<file path="src/hdl/cpu_sfr_pkg.sv">
// package: register offsets, field positions, reset values and types for the core registers
package cpu_sfr_pkg;
    // ======================================================
    // register offsets (index into the special register space)
    localparam logic [7:0] OFF_WORKING   = 8'h05;
    localparam logic [7:0] OFF_PCL       = 8'h06;
    localparam logic [7:0] OFF_PTR_LOW   = 8'h07;
    localparam logic [7:0] OFF_PTR_HIGH  = 8'h08;
    localparam logic [7:0] OFF_RES_HIGH  = 8'h09;
    localparam logic [7:0] OFF_STATUS    = 8'h0A;
    localparam logic [7:0] OFF_BANK_SEL  = 8'h04;
    localparam logic [7:0] OFF_ALU_CMD   = 8'h0B;
    localparam logic [7:0] OFF_EVENT     = 8'h0C;
    localparam logic [7:0] OFF_PC_HIGH   = 8'h0D;
    localparam logic [7:0] OFF_ADDR_MAP  = 8'h0E;
    // ======================================================
    // field positions
    localparam int BANK_PROG_BIT   = 5;
    localparam int ST_WDOG_BIT     = 5;
    localparam int ST_HALT_BIT     = 4;
    localparam int ST_WRAP_BIT     = 3;
    localparam int ST_ZERO_BIT     = 2;
    localparam int ST_NIB_BIT      = 1;
    localparam int ST_CARRY_BIT    = 0;
    localparam int EV_KICK_BIT     = 0;
    localparam int EV_HALT_BIT     = 1;
    localparam int EV_TIMEOUT_BIT  = 2;
    localparam int EV_TBLRD_BIT    = 3;
    // ======================================================
    // reset values
    localparam logic [7:0] RST_BANK_SEL  = 8'h00;
    localparam logic [7:0] RST_BYTE      = 8'h00;
    localparam logic [5:0] RST_STATUS    = 6'h00;
    localparam logic [7:0] UNDEF_BANK_RD = 8'h00;
    // ======================================================
    // timing
    localparam int PCL_DUMMY_CYCLES = 1;
    // program address bounds for the wide variant
    localparam logic [13:0] PROG_BANK1_BASE = 14'h2000;
    // ======================================================
    // types
    typedef enum logic [2:0] {
        ALU_ADD, ALU_SUB, ALU_AND, ALU_OR, ALU_XOR, ALU_RLC, ALU_RRC, ALU_MOV
    } alu_op_t;

    typedef enum {
        RUN_ST, DUMMY_ST
    } seq_state_t;

    typedef struct packed {
        logic        wr;
        logic        rd;
        logic [7:0]  addr;
        logic [7:0]  wdata;
    } bus_req_t;

    typedef struct packed {
        logic        wdog;
        logic        halt;
        logic        wrap;
        logic        zero;
        logic        nib;
        logic        carry;
    } status_t;
endpackage

</file>
<file path="src/hdl/cpu_sfr.sv">
// core special registers: bank select, working register, program counter low, lookup, status
//
// The address map and the address-and-strobe port are this design's own decisions.
`timescale 1ns/1ps
module cpu_sfr #(
    parameter int BANK_BITS = 3,
    parameter int PC_WIDTH  = 14
) (
    input  wire logic                CLK,
    input  wire logic                SYS_RST,
    input  wire logic                WDOG_RST,
    input  wire logic [7:0]          ADDR,
    input  wire logic [7:0]          WDATA,
    input  wire logic                WR,
    input  wire logic                RD,
    output logic [7:0]               RDATA,
    input  wire logic                MEM_INDIRECT,
    input  wire logic [7:0]          PROG_LOW_BYTE,
    input  wire logic [7:0]          PROG_HIGH_BYTE,
    output logic [PC_WIDTH-1:0]      PROG_ADDR,
    output logic [PC_WIDTH-1:0]      TABLE_ADDR,
    output logic                     JUMP,
    output logic                     STALL,
    output logic [2:0]               DATA_BANK,
    output logic                     BANK_VALID
);
    // ======================================================
    // elaboration check
    // refused at elaboration, not at run time, so a bad variant never builds
    if (BANK_BITS != 1 && BANK_BITS != 2 && BANK_BITS != 3) begin : g_bank_bits_bad
        $error("BANK_BITS must be 1, 2 or 3");
    end
    if (PC_WIDTH < 9 || PC_WIDTH > 16) begin : g_pc_width_bad
        $error("PC_WIDTH out of range");
    end

    // ======================================================
    // bus decode
    cpu_sfr_pkg::bus_req_t   req;
    assign req = '{wr: WR, rd: RD, addr: ADDR, wdata: WDATA};

    // ======================================================
    // register state
    logic [7:0]                bank_ff, nxt_bank;
    logic [7:0]                work_ff, nxt_work;
    logic [7:0]                ptr_lo_ff, nxt_ptr_lo;
    logic [7:0]                ptr_hi_ff, nxt_ptr_hi;
    logic [7:0]                res_hi_ff, nxt_res_hi;
    logic [7:0]                pc_hi_ff, nxt_pc_hi;
    logic [7:0]                pcl_ff, nxt_pcl;
    cpu_sfr_pkg::status_t      st_ff, nxt_st;
    logic                      halted_ff, nxt_halted;
    cpu_sfr_pkg::seq_state_t   seq_ff, nxt_seq;
    logic [7:0]                rdata_ff, nxt_rdata;
    logic                      jump_ff, nxt_jump;
    logic                      stall_ff, nxt_stall;
    logic [7:0]                map_ff, nxt_map;
    logic                      map_ok_ff, nxt_map_ok;

    // ======================================================
    // bank select masks per variant
    logic [7:0] bank_mask;
    logic       bank_code_ok;
    always_comb begin
        case (BANK_BITS)
            1: bank_mask = 8'h01;
            2: bank_mask = 8'h03;
            // program bank bit plus data field
            default: bank_mask = 8'h27;
        endcase
    end

    always_comb begin
        case (BANK_BITS)
            1: bank_code_ok = 1'b1;
            2: bank_code_ok = (bank_ff[1:0] != 2'h3);
            default: bank_code_ok = (bank_ff[2:0] <= 3'h4);
        endcase
    end

    // ======================================================
    // alu
    logic [8:0]                alu_sum;
    logic [4:0]                nib_sum;
    logic [7:0]                alu_res;
    logic                      alu_carry, alu_nib, alu_wrap, carry_in7;
    logic                      alu_arith, alu_logic;
    cpu_sfr_pkg::alu_op_t      op;
    logic                      alu_go;
    assign op     = cpu_sfr_pkg::alu_op_t'(req.wdata[2:0]);
    assign alu_go = req.wr && req.addr == cpu_sfr_pkg::OFF_ALU_CMD;
    always_comb begin
        alu_sum   = 9'h000;
        nib_sum   = 5'h00;
        alu_res   = work_ff;
        alu_carry = st_ff.carry;
        alu_nib   = st_ff.nib;
        alu_arith = 1'b0;
        alu_logic = 1'b0;
        carry_in7 = 1'b0;
        // operand B is the memory byte presented with the command
        case (op)
            cpu_sfr_pkg::ALU_ADD: begin
                alu_sum   = {1'b0, work_ff} + {1'b0, PROG_LOW_BYTE};
                nib_sum   = {1'b0, work_ff[3:0]} + {1'b0, PROG_LOW_BYTE[3:0]};
                carry_in7 = (work_ff[6:0] + PROG_LOW_BYTE[6:0]) > 8'h7F;
                alu_res   = alu_sum[7:0];
                alu_carry = alu_sum[8];
                alu_nib   = nib_sum[4];
                alu_arith = 1'b1;
            end
            cpu_sfr_pkg::ALU_SUB: begin
                alu_sum   = {1'b0, work_ff} + {1'b0, ~PROG_LOW_BYTE} + 9'h001;
                nib_sum   = {1'b0, work_ff[3:0]} + {1'b0, ~PROG_LOW_BYTE[3:0]} + 5'h01;
                carry_in7 = ({1'b0, work_ff[6:0]} + {1'b0, ~PROG_LOW_BYTE[6:0]}
                             + 8'h01) > 8'h7F;
                alu_res   = alu_sum[7:0];
                alu_carry = alu_sum[8];
                alu_nib   = nib_sum[4];
                alu_arith = 1'b1;
            end
            cpu_sfr_pkg::ALU_AND: begin
                alu_res   = work_ff & PROG_LOW_BYTE;
                alu_logic = 1'b1;
            end
            cpu_sfr_pkg::ALU_OR: begin
                alu_res   = work_ff | PROG_LOW_BYTE;
                alu_logic = 1'b1;
            end
            cpu_sfr_pkg::ALU_XOR: begin
                alu_res   = work_ff ^ PROG_LOW_BYTE;
                alu_logic = 1'b1;
            end
            cpu_sfr_pkg::ALU_RLC: begin
                alu_res   = {work_ff[6:0], st_ff.carry};
                alu_carry = work_ff[7];
            end
            cpu_sfr_pkg::ALU_RRC: begin
                alu_res   = {st_ff.carry, work_ff[7:1]};
                alu_carry = work_ff[0];
            end
            default: begin
                alu_res   = PROG_LOW_BYTE;
            end
        endcase
        // carry into msb differs from out
        alu_wrap = carry_in7 ^ alu_sum[8];
    end

    // ======================================================
    // register next values
    logic kick, halt_ev, tmo_ev, tbl_ev;
    assign kick    = req.wr && req.addr == cpu_sfr_pkg::OFF_EVENT
                     && req.wdata[cpu_sfr_pkg::EV_KICK_BIT];
    assign halt_ev = req.wr && req.addr == cpu_sfr_pkg::OFF_EVENT
                     && req.wdata[cpu_sfr_pkg::EV_HALT_BIT];
    assign tmo_ev  = req.wr && req.addr == cpu_sfr_pkg::OFF_EVENT
                     && req.wdata[cpu_sfr_pkg::EV_TIMEOUT_BIT];
    assign tbl_ev  = req.wr && req.addr == cpu_sfr_pkg::OFF_EVENT
                     && req.wdata[cpu_sfr_pkg::EV_TBLRD_BIT];

    always_comb begin
        nxt_bank   = bank_ff;
        nxt_work   = work_ff;
        nxt_ptr_lo = ptr_lo_ff;
        nxt_ptr_hi = ptr_hi_ff;
        nxt_res_hi = res_hi_ff;
        nxt_pc_hi  = pc_hi_ff;
        nxt_pcl    = pcl_ff;
        nxt_st     = st_ff;
        nxt_halted = halted_ff;
        nxt_jump   = 1'b0;
        nxt_map    = map_ff;
        nxt_map_ok = map_ok_ff;
        if (req.wr) begin
            case (req.addr)
                cpu_sfr_pkg::OFF_BANK_SEL: nxt_bank = req.wdata & bank_mask;
                cpu_sfr_pkg::OFF_WORKING:  nxt_work = req.wdata;
                cpu_sfr_pkg::OFF_PTR_LOW:  nxt_ptr_lo = req.wdata;
                cpu_sfr_pkg::OFF_PTR_HIGH: nxt_ptr_hi = req.wdata;
                cpu_sfr_pkg::OFF_PC_HIGH:  nxt_pc_hi = req.wdata;
                cpu_sfr_pkg::OFF_PCL: begin
                    // page kept, only low byte loaded
                    nxt_pcl  = req.wdata;
                    nxt_jump = 1'b1;
                end
                cpu_sfr_pkg::OFF_STATUS: begin
                    nxt_st.wrap  = req.wdata[cpu_sfr_pkg::ST_WRAP_BIT];
                    nxt_st.zero  = req.wdata[cpu_sfr_pkg::ST_ZERO_BIT];
                    nxt_st.nib   = req.wdata[cpu_sfr_pkg::ST_NIB_BIT];
                    nxt_st.carry = req.wdata[cpu_sfr_pkg::ST_CARRY_BIT];
                end
                cpu_sfr_pkg::OFF_ADDR_MAP: begin
                    nxt_map = req.wdata;
                    // direct path always mapped, indirect path needs a valid bank code
                    nxt_map_ok = !MEM_INDIRECT || bank_code_ok;
                end
                default: ;
            endcase
        end
        if (alu_go) begin
            nxt_work     = alu_res;
            nxt_st.carry = alu_carry;
            nxt_st.nib   = alu_nib;
            if (alu_arith) begin
                nxt_st.wrap = alu_wrap;
            end
            if (alu_arith || alu_logic) begin
                nxt_st.zero = (alu_res == 8'h00);
            end
        end
        if (tbl_ev) begin
            // high byte latched, low to working
            nxt_res_hi = PROG_HIGH_BYTE;
            nxt_work   = PROG_LOW_BYTE;
        end
        if (halt_ev) begin
            nxt_st.halt = 1'b1;
            nxt_halted  = 1'b1;
        end
        if (kick) begin
            nxt_st.halt = 1'b0;
            nxt_halted  = 1'b0;
        end
        // kick or halt clear, timeout sets and wins
        if (kick || halt_ev) begin
            nxt_st.wdog = 1'b0;
        end
        if (tmo_ev) begin
            nxt_st.wdog = 1'b1;
        end
        // watchdog reset while sleeping keeps the bank
        if (WDOG_RST && !halted_ff) begin
            nxt_bank = nxt_bank & ~8'h07;
        end
        if (WDOG_RST) begin
            nxt_halted = 1'b0;
        end
        // no save of status on calls or interrupts
    end

    // ======================================================
    // jump sequencer
    always_comb begin
        nxt_stall = 1'b0;
        nxt_seq   = seq_ff;
        case (seq_ff)
            cpu_sfr_pkg::RUN_ST: begin
                if (nxt_jump) begin
                    // one dummy cycle after low byte write
                    nxt_seq   = cpu_sfr_pkg::DUMMY_ST;
                    nxt_stall = 1'b1;
                end
            end
            cpu_sfr_pkg::DUMMY_ST: begin
                nxt_seq = cpu_sfr_pkg::RUN_ST;
            end
            default: nxt_seq = cpu_sfr_pkg::RUN_ST;
        endcase
    end

    // ======================================================
    // read mux
    always_comb begin
        nxt_rdata = 8'h00;
        if (req.rd) begin
            case (req.addr)
                cpu_sfr_pkg::OFF_BANK_SEL: nxt_rdata = bank_ff & bank_mask;
                cpu_sfr_pkg::OFF_WORKING:  nxt_rdata = work_ff;
                cpu_sfr_pkg::OFF_PCL:      nxt_rdata = pcl_ff;
                cpu_sfr_pkg::OFF_PTR_LOW:  nxt_rdata = ptr_lo_ff;
                cpu_sfr_pkg::OFF_PTR_HIGH: nxt_rdata = ptr_hi_ff;
                cpu_sfr_pkg::OFF_RES_HIGH: nxt_rdata = res_hi_ff;
                cpu_sfr_pkg::OFF_PC_HIGH:  nxt_rdata = pc_hi_ff;
                cpu_sfr_pkg::OFF_STATUS:   nxt_rdata = {2'b00, st_ff};
                cpu_sfr_pkg::OFF_ADDR_MAP:
                    nxt_rdata = map_ok_ff ? map_ff : cpu_sfr_pkg::UNDEF_BANK_RD;
                default: nxt_rdata = 8'h00;
            endcase
        end
    end

    // ======================================================
    // registers
    always_ff @(posedge CLK) begin
        if (SYS_RST) begin
            bank_ff   <= cpu_sfr_pkg::RST_BANK_SEL;
            work_ff   <= cpu_sfr_pkg::RST_BYTE;
            ptr_lo_ff <= cpu_sfr_pkg::RST_BYTE;
            ptr_hi_ff <= cpu_sfr_pkg::RST_BYTE;
            res_hi_ff <= cpu_sfr_pkg::RST_BYTE;
            pc_hi_ff  <= cpu_sfr_pkg::RST_BYTE;
            pcl_ff    <= cpu_sfr_pkg::RST_BYTE;
            st_ff     <= cpu_sfr_pkg::RST_STATUS;
            halted_ff <= 1'b0;
            seq_ff    <= cpu_sfr_pkg::RUN_ST;
            rdata_ff  <= 8'h00;
            jump_ff   <= 1'b0;
            stall_ff  <= 1'b0;
            map_ff    <= cpu_sfr_pkg::RST_BYTE;
            map_ok_ff <= 1'b1;
        end else begin
            bank_ff   <= nxt_bank;
            work_ff   <= nxt_work;
            ptr_lo_ff <= nxt_ptr_lo;
            ptr_hi_ff <= nxt_ptr_hi;
            res_hi_ff <= nxt_res_hi;
            pc_hi_ff  <= nxt_pc_hi;
            pcl_ff    <= nxt_pcl;
            st_ff     <= nxt_st;
            halted_ff <= nxt_halted;
            seq_ff    <= nxt_seq;
            rdata_ff  <= nxt_rdata;
            jump_ff   <= nxt_jump;
            stall_ff  <= nxt_stall;
            map_ff    <= nxt_map;
            map_ok_ff <= nxt_map_ok;
        end
    end

    // ======================================================
    // outputs
    logic [PC_WIDTH-1:0] prog_addr_ff, tbl_addr_ff;
    logic [2:0]          dbank_ff;
    logic                bvalid_ff;
    always_ff @(posedge CLK) begin
        if (SYS_RST) begin
            prog_addr_ff <= '0;
            tbl_addr_ff  <= '0;
            dbank_ff     <= 3'h0;
            bvalid_ff    <= 1'b1;
        end else begin
            // program bank bit forms address bit 13
            prog_addr_ff <= PC_WIDTH'({(BANK_BITS == 3) ? nxt_bank[cpu_sfr_pkg::BANK_PROG_BIT]
                                                        : 1'b0, 13'h0000})
                            | PC_WIDTH'({nxt_pc_hi[4:0], nxt_pcl});
            tbl_addr_ff  <= PC_WIDTH'({nxt_ptr_hi, nxt_ptr_lo});
            dbank_ff     <= nxt_bank[2:0];
            bvalid_ff    <= (BANK_BITS == 1) || ((BANK_BITS == 2) ? (nxt_bank[1:0] != 2'h3)
                                                                  : (nxt_bank[2:0] <= 3'h4));
        end
    end

    assign RDATA      = rdata_ff;
    assign JUMP       = jump_ff;
    assign STALL      = stall_ff;
    assign PROG_ADDR  = prog_addr_ff;
    assign TABLE_ADDR = tbl_addr_ff;
    assign DATA_BANK  = dbank_ff;
    assign BANK_VALID = bvalid_ff;
endmodule

</file>
<file path="config.mk">
export PLATFORM = sky130hd
export DESIGN_NAME = cpu_sfr
export DESIGN_NICKNAME = d
export VERILOG_FILES = /design/src/hdl/cpu_sfr_pkg.sv /design/src/hdl/cpu_sfr.sv
export SDC_FILE = /design/constraint.sdc
export NUM_CORES = 1
export LEC_CHECK = 0
export ABC_AREA = 1
export BUFFER_PORTS_ARGS = -buffer_cell sky130_fd_sc_hd__buf_2
export CAP_MARGIN = 20
export CORE_MARGIN = 1.5
export CORE_UTILIZATION = 50
export CTS_BUF_LIST = sky130_fd_sc_hd__clkbuf_16
export CTS_CLUSTER_DIAMETER = 200
export CTS_CLUSTER_SIZE = 28
export DETAILED_ROUTE_END_ITERATION = 10
export PLACE_DENSITY = 0.72
export SYNTH_ARGS = -nofsm -noshare
export SYNTH_HDL_FRONTEND = slang
export SYNTH_SLANG_ARGS = --single-unit
</file>
<file path="constraint.sdc">
create_clock -name CLK -period 4.2 [get_ports CLK]
set_input_delay 0.42 -clock CLK [delete_from_list [all_inputs] [get_ports CLK]]
set_output_delay 0.42 -clock CLK [all_outputs]
set_load 0.005 [all_outputs]
</file>
==> reports/results.ini <==
[yosys]
synth_top_area_cell=dfxtp_1
synth-xor-area-share=0
synth_top_family_by_area=simple AND/OR/NAND/NOR gates
postSynthCellCount=762
synth_adder_area_share=0.0658
yosysMostFrequentCell=nand2_1
syn_area_per_cell_um2=6.78
synth_area_leaders=dfxtp_1 (31%), nand2_1 (10%), a21oi_1 (7.1%)
synth_nets=826
yosys.area_share.simple=0.265
synthArstFlopShare=0
synth_seq_cells=80
synth_area_um2=5170
synth_commonest_cells=nand2_1 (143), inv_1 (95), dfxtp_1 (80)
yosysWarningCount=0
synth-compound-area-share=0.228
muxShareOfSynthArea=0
synth_edf_count=0
synthFlopType=dfxtp_1
ys_seq_area_frac=0.310
synth.distinct_cells=43
yosys.area.top_type_share=0.310

[worst_setup_path]
path_class=reg -> reg
cp_max_fo=4
slowest_stage=fa_1
crit_chain=inv_1, ha_1, inv_1, fa_1, nand2_1, nand3_1, nand2_1, nand2_1, nand3_1, nand3_1, nor2_1, nand3_1, nor2_1, nand3_1, a21oi_1
cp.arrival_ns=2.71
crit_start=work_ff[0]
crit_required_ns=4.48
crit_path_end_kind=flip-flop
startpoint_type=flip-flop
cpPeakStageDelay_ns=0.39
reg2reg_from=work_ff[0]
crit_top_cell=nand3_1

[layout]
finish.utilization=0.585
fin_area_um2=5800
regArea_um2=1600
drive_gt1_frac=0.184
multi_input_area_um2=2890
insertedDiodeCount=0
final-instance-count-excl-fill=954
fin_nets=880
fillers=982
area_delta_synth_final_pct=12.2

[global_routing]
grt_max_degree=31
gr-total-overflow=0
gr-usage-all-layers=0.305
grt_pass1_vias=4961
grt_antenna_before_repair=0
grt_pass1_wl_um=26300

[route]
ant_nets=0
num_vias=5515
drtIter0Drc=631
drt-total-wl_um=16800
dr.pass1.iters=6
drc=0
wl_per_cell_um=17.6
routed_via_density=5.78

[timing]
maxSlewViolCount=0
final.setup.tns_ns=0
timing.hold.ws_ns=0.283
timing.final.crit_share=0.580
relSlewSlack=0.585
fin_crit_ns=2.44
setup_ws_ns=1.76
tightest_slew_ns=0.615
setup_viol=0
hold_viol=0
rsz0062_at_grt=no
clock_skew_ns=0.00912
clock.fmax_mhz=410

[die]
fp-row-count=36
core_area_um2=9910
die_y_um=105
fp.dieW_um=105
dieArea_um2=11000
num_io_pins=80
start_util=0.522

[clocking]
cts_tree=built
clockBufferDepth=2
cts_sinks=80
htreeDepth=3
postCtsSetupRepairBufs=0
cts_resized=0
hold_buffers=0
path_clk_slew_ns=0.07
insertion_delay_ns=0.34
clock-root-buffer=clkbuf_16
numCtsBuffers=9

[worst_hold_path]
hold_path_class=in -> reg
holdCritStartpoint=WDOG_RST

[place]
dp_cells=938
dp_hpwl_um=12700
place_ws_ns=1.76
port_buffers=79
place_congestion=0.965
dpl_cell_area_um2=5510

[power_and_ir_drop]
p_leak_nw=2.67
power_density_nw_per_um2=291
irDropWorstVdd_mv=0.227
total_power_mw=1.69

[status]
status=finished clean

[flow_run]
cap_violations=0

[worst max-delay path, delay by kind of cell (launching register included)]
kind | cells | cell delay [ns]
adder cells (fa/ha/maj) | 2 | 0.56
flip-flops | 1 | 0.37
AND/OR/NAND/NOR | 10 | 1.08
AO/OA/AOI/OAI | 1 | 0.11
buffers and inverters | 2 | 0.25
[cell type report]
type                            instances  share of cell area
Multi-Input combinational cell        526               0.498
Sequential cell                        80               0.276
Clock inverter                          7              0.0101
Inverter                              119              0.0781
Clock buffer                            9              0.0388
Tap cell                              133              0.0287
Timing Repair Buffer                   80              0.0695
[cell families (layout without fill, tap and decap cells)]
logic type	Yosys count	in the layout
AOI/OAI and AO/OA	204	204
buffers and inverters	156	215
and+or+nand+nor	296	296
adders and majority gates	26	26
DFF	80	80
[layout by cell type, fill, tap and decap left out, drive strengths merged]
master	n
inv	122
o21ai	72
nand3	52
nor4	1
a211oi	11
o41ai	1
nand3b	2
ha	24
o221ai	3
a311oi	1
o21bai	2
dfxtp	80
a221oi	9
a32o	1
nor2	68
or2	2
nor3	11
a21oi	73
a21boi	2
a31oi	2
o211ai	13
clkbuf	9
nand4	10
buf	80
o211a	1
clkinv	3
fa	2
clkinvlp	1
o22ai	12
o311ai	1
nand2	150
[power breakdown]
| group | switching, mW | internal (mW) | leakage (nW) |
|---|---|---|---|
| clock | 0.335 | 0.410 | 0.139 |
| sequential | 0.00127 | 0.760 | 0.644 |
| combinational | 0.130 | 0.0500 | 1.88 |
[final timing paths]
path,slack [ns],depth (start not counted),end
setup reg to reg,1.76,15,st_ff[2]
hold / removal,0.28,2,halted_ff
setup / recovery,1.76,15,st_ff[2]
hold reg to reg,0.43,1,STALL
[state kept, by name, summed over array words and instances, names as in the netlist]
name,count
BANK_VALID,1
DATA_BANK,2
JUMP,1
PROG_ADDR,3
RDATA,8
STALL,1
TABLE_ADDR,1
bank_ff,1
halted_ff,1
map_ff,8
map_ok_ff,1
pc_hi_ff,7
pcl_ff,7
ptr_hi_ff,8
ptr_lo_ff,7
res_hi_ff,8
seq_ff,1
st_ff,6
work_ff,8
[metal layers]
layer  part of all wire  global-route usage  vias to the layer above
met5                  0                   0                        -
met3              0.094              0.0618                       43
met4              0.023              0.0900                        0
met2               0.43               0.456                      316
met1               0.46               0.440                     2518
li1                   -                   -                     2638
(Power assumes the default switching activity.)
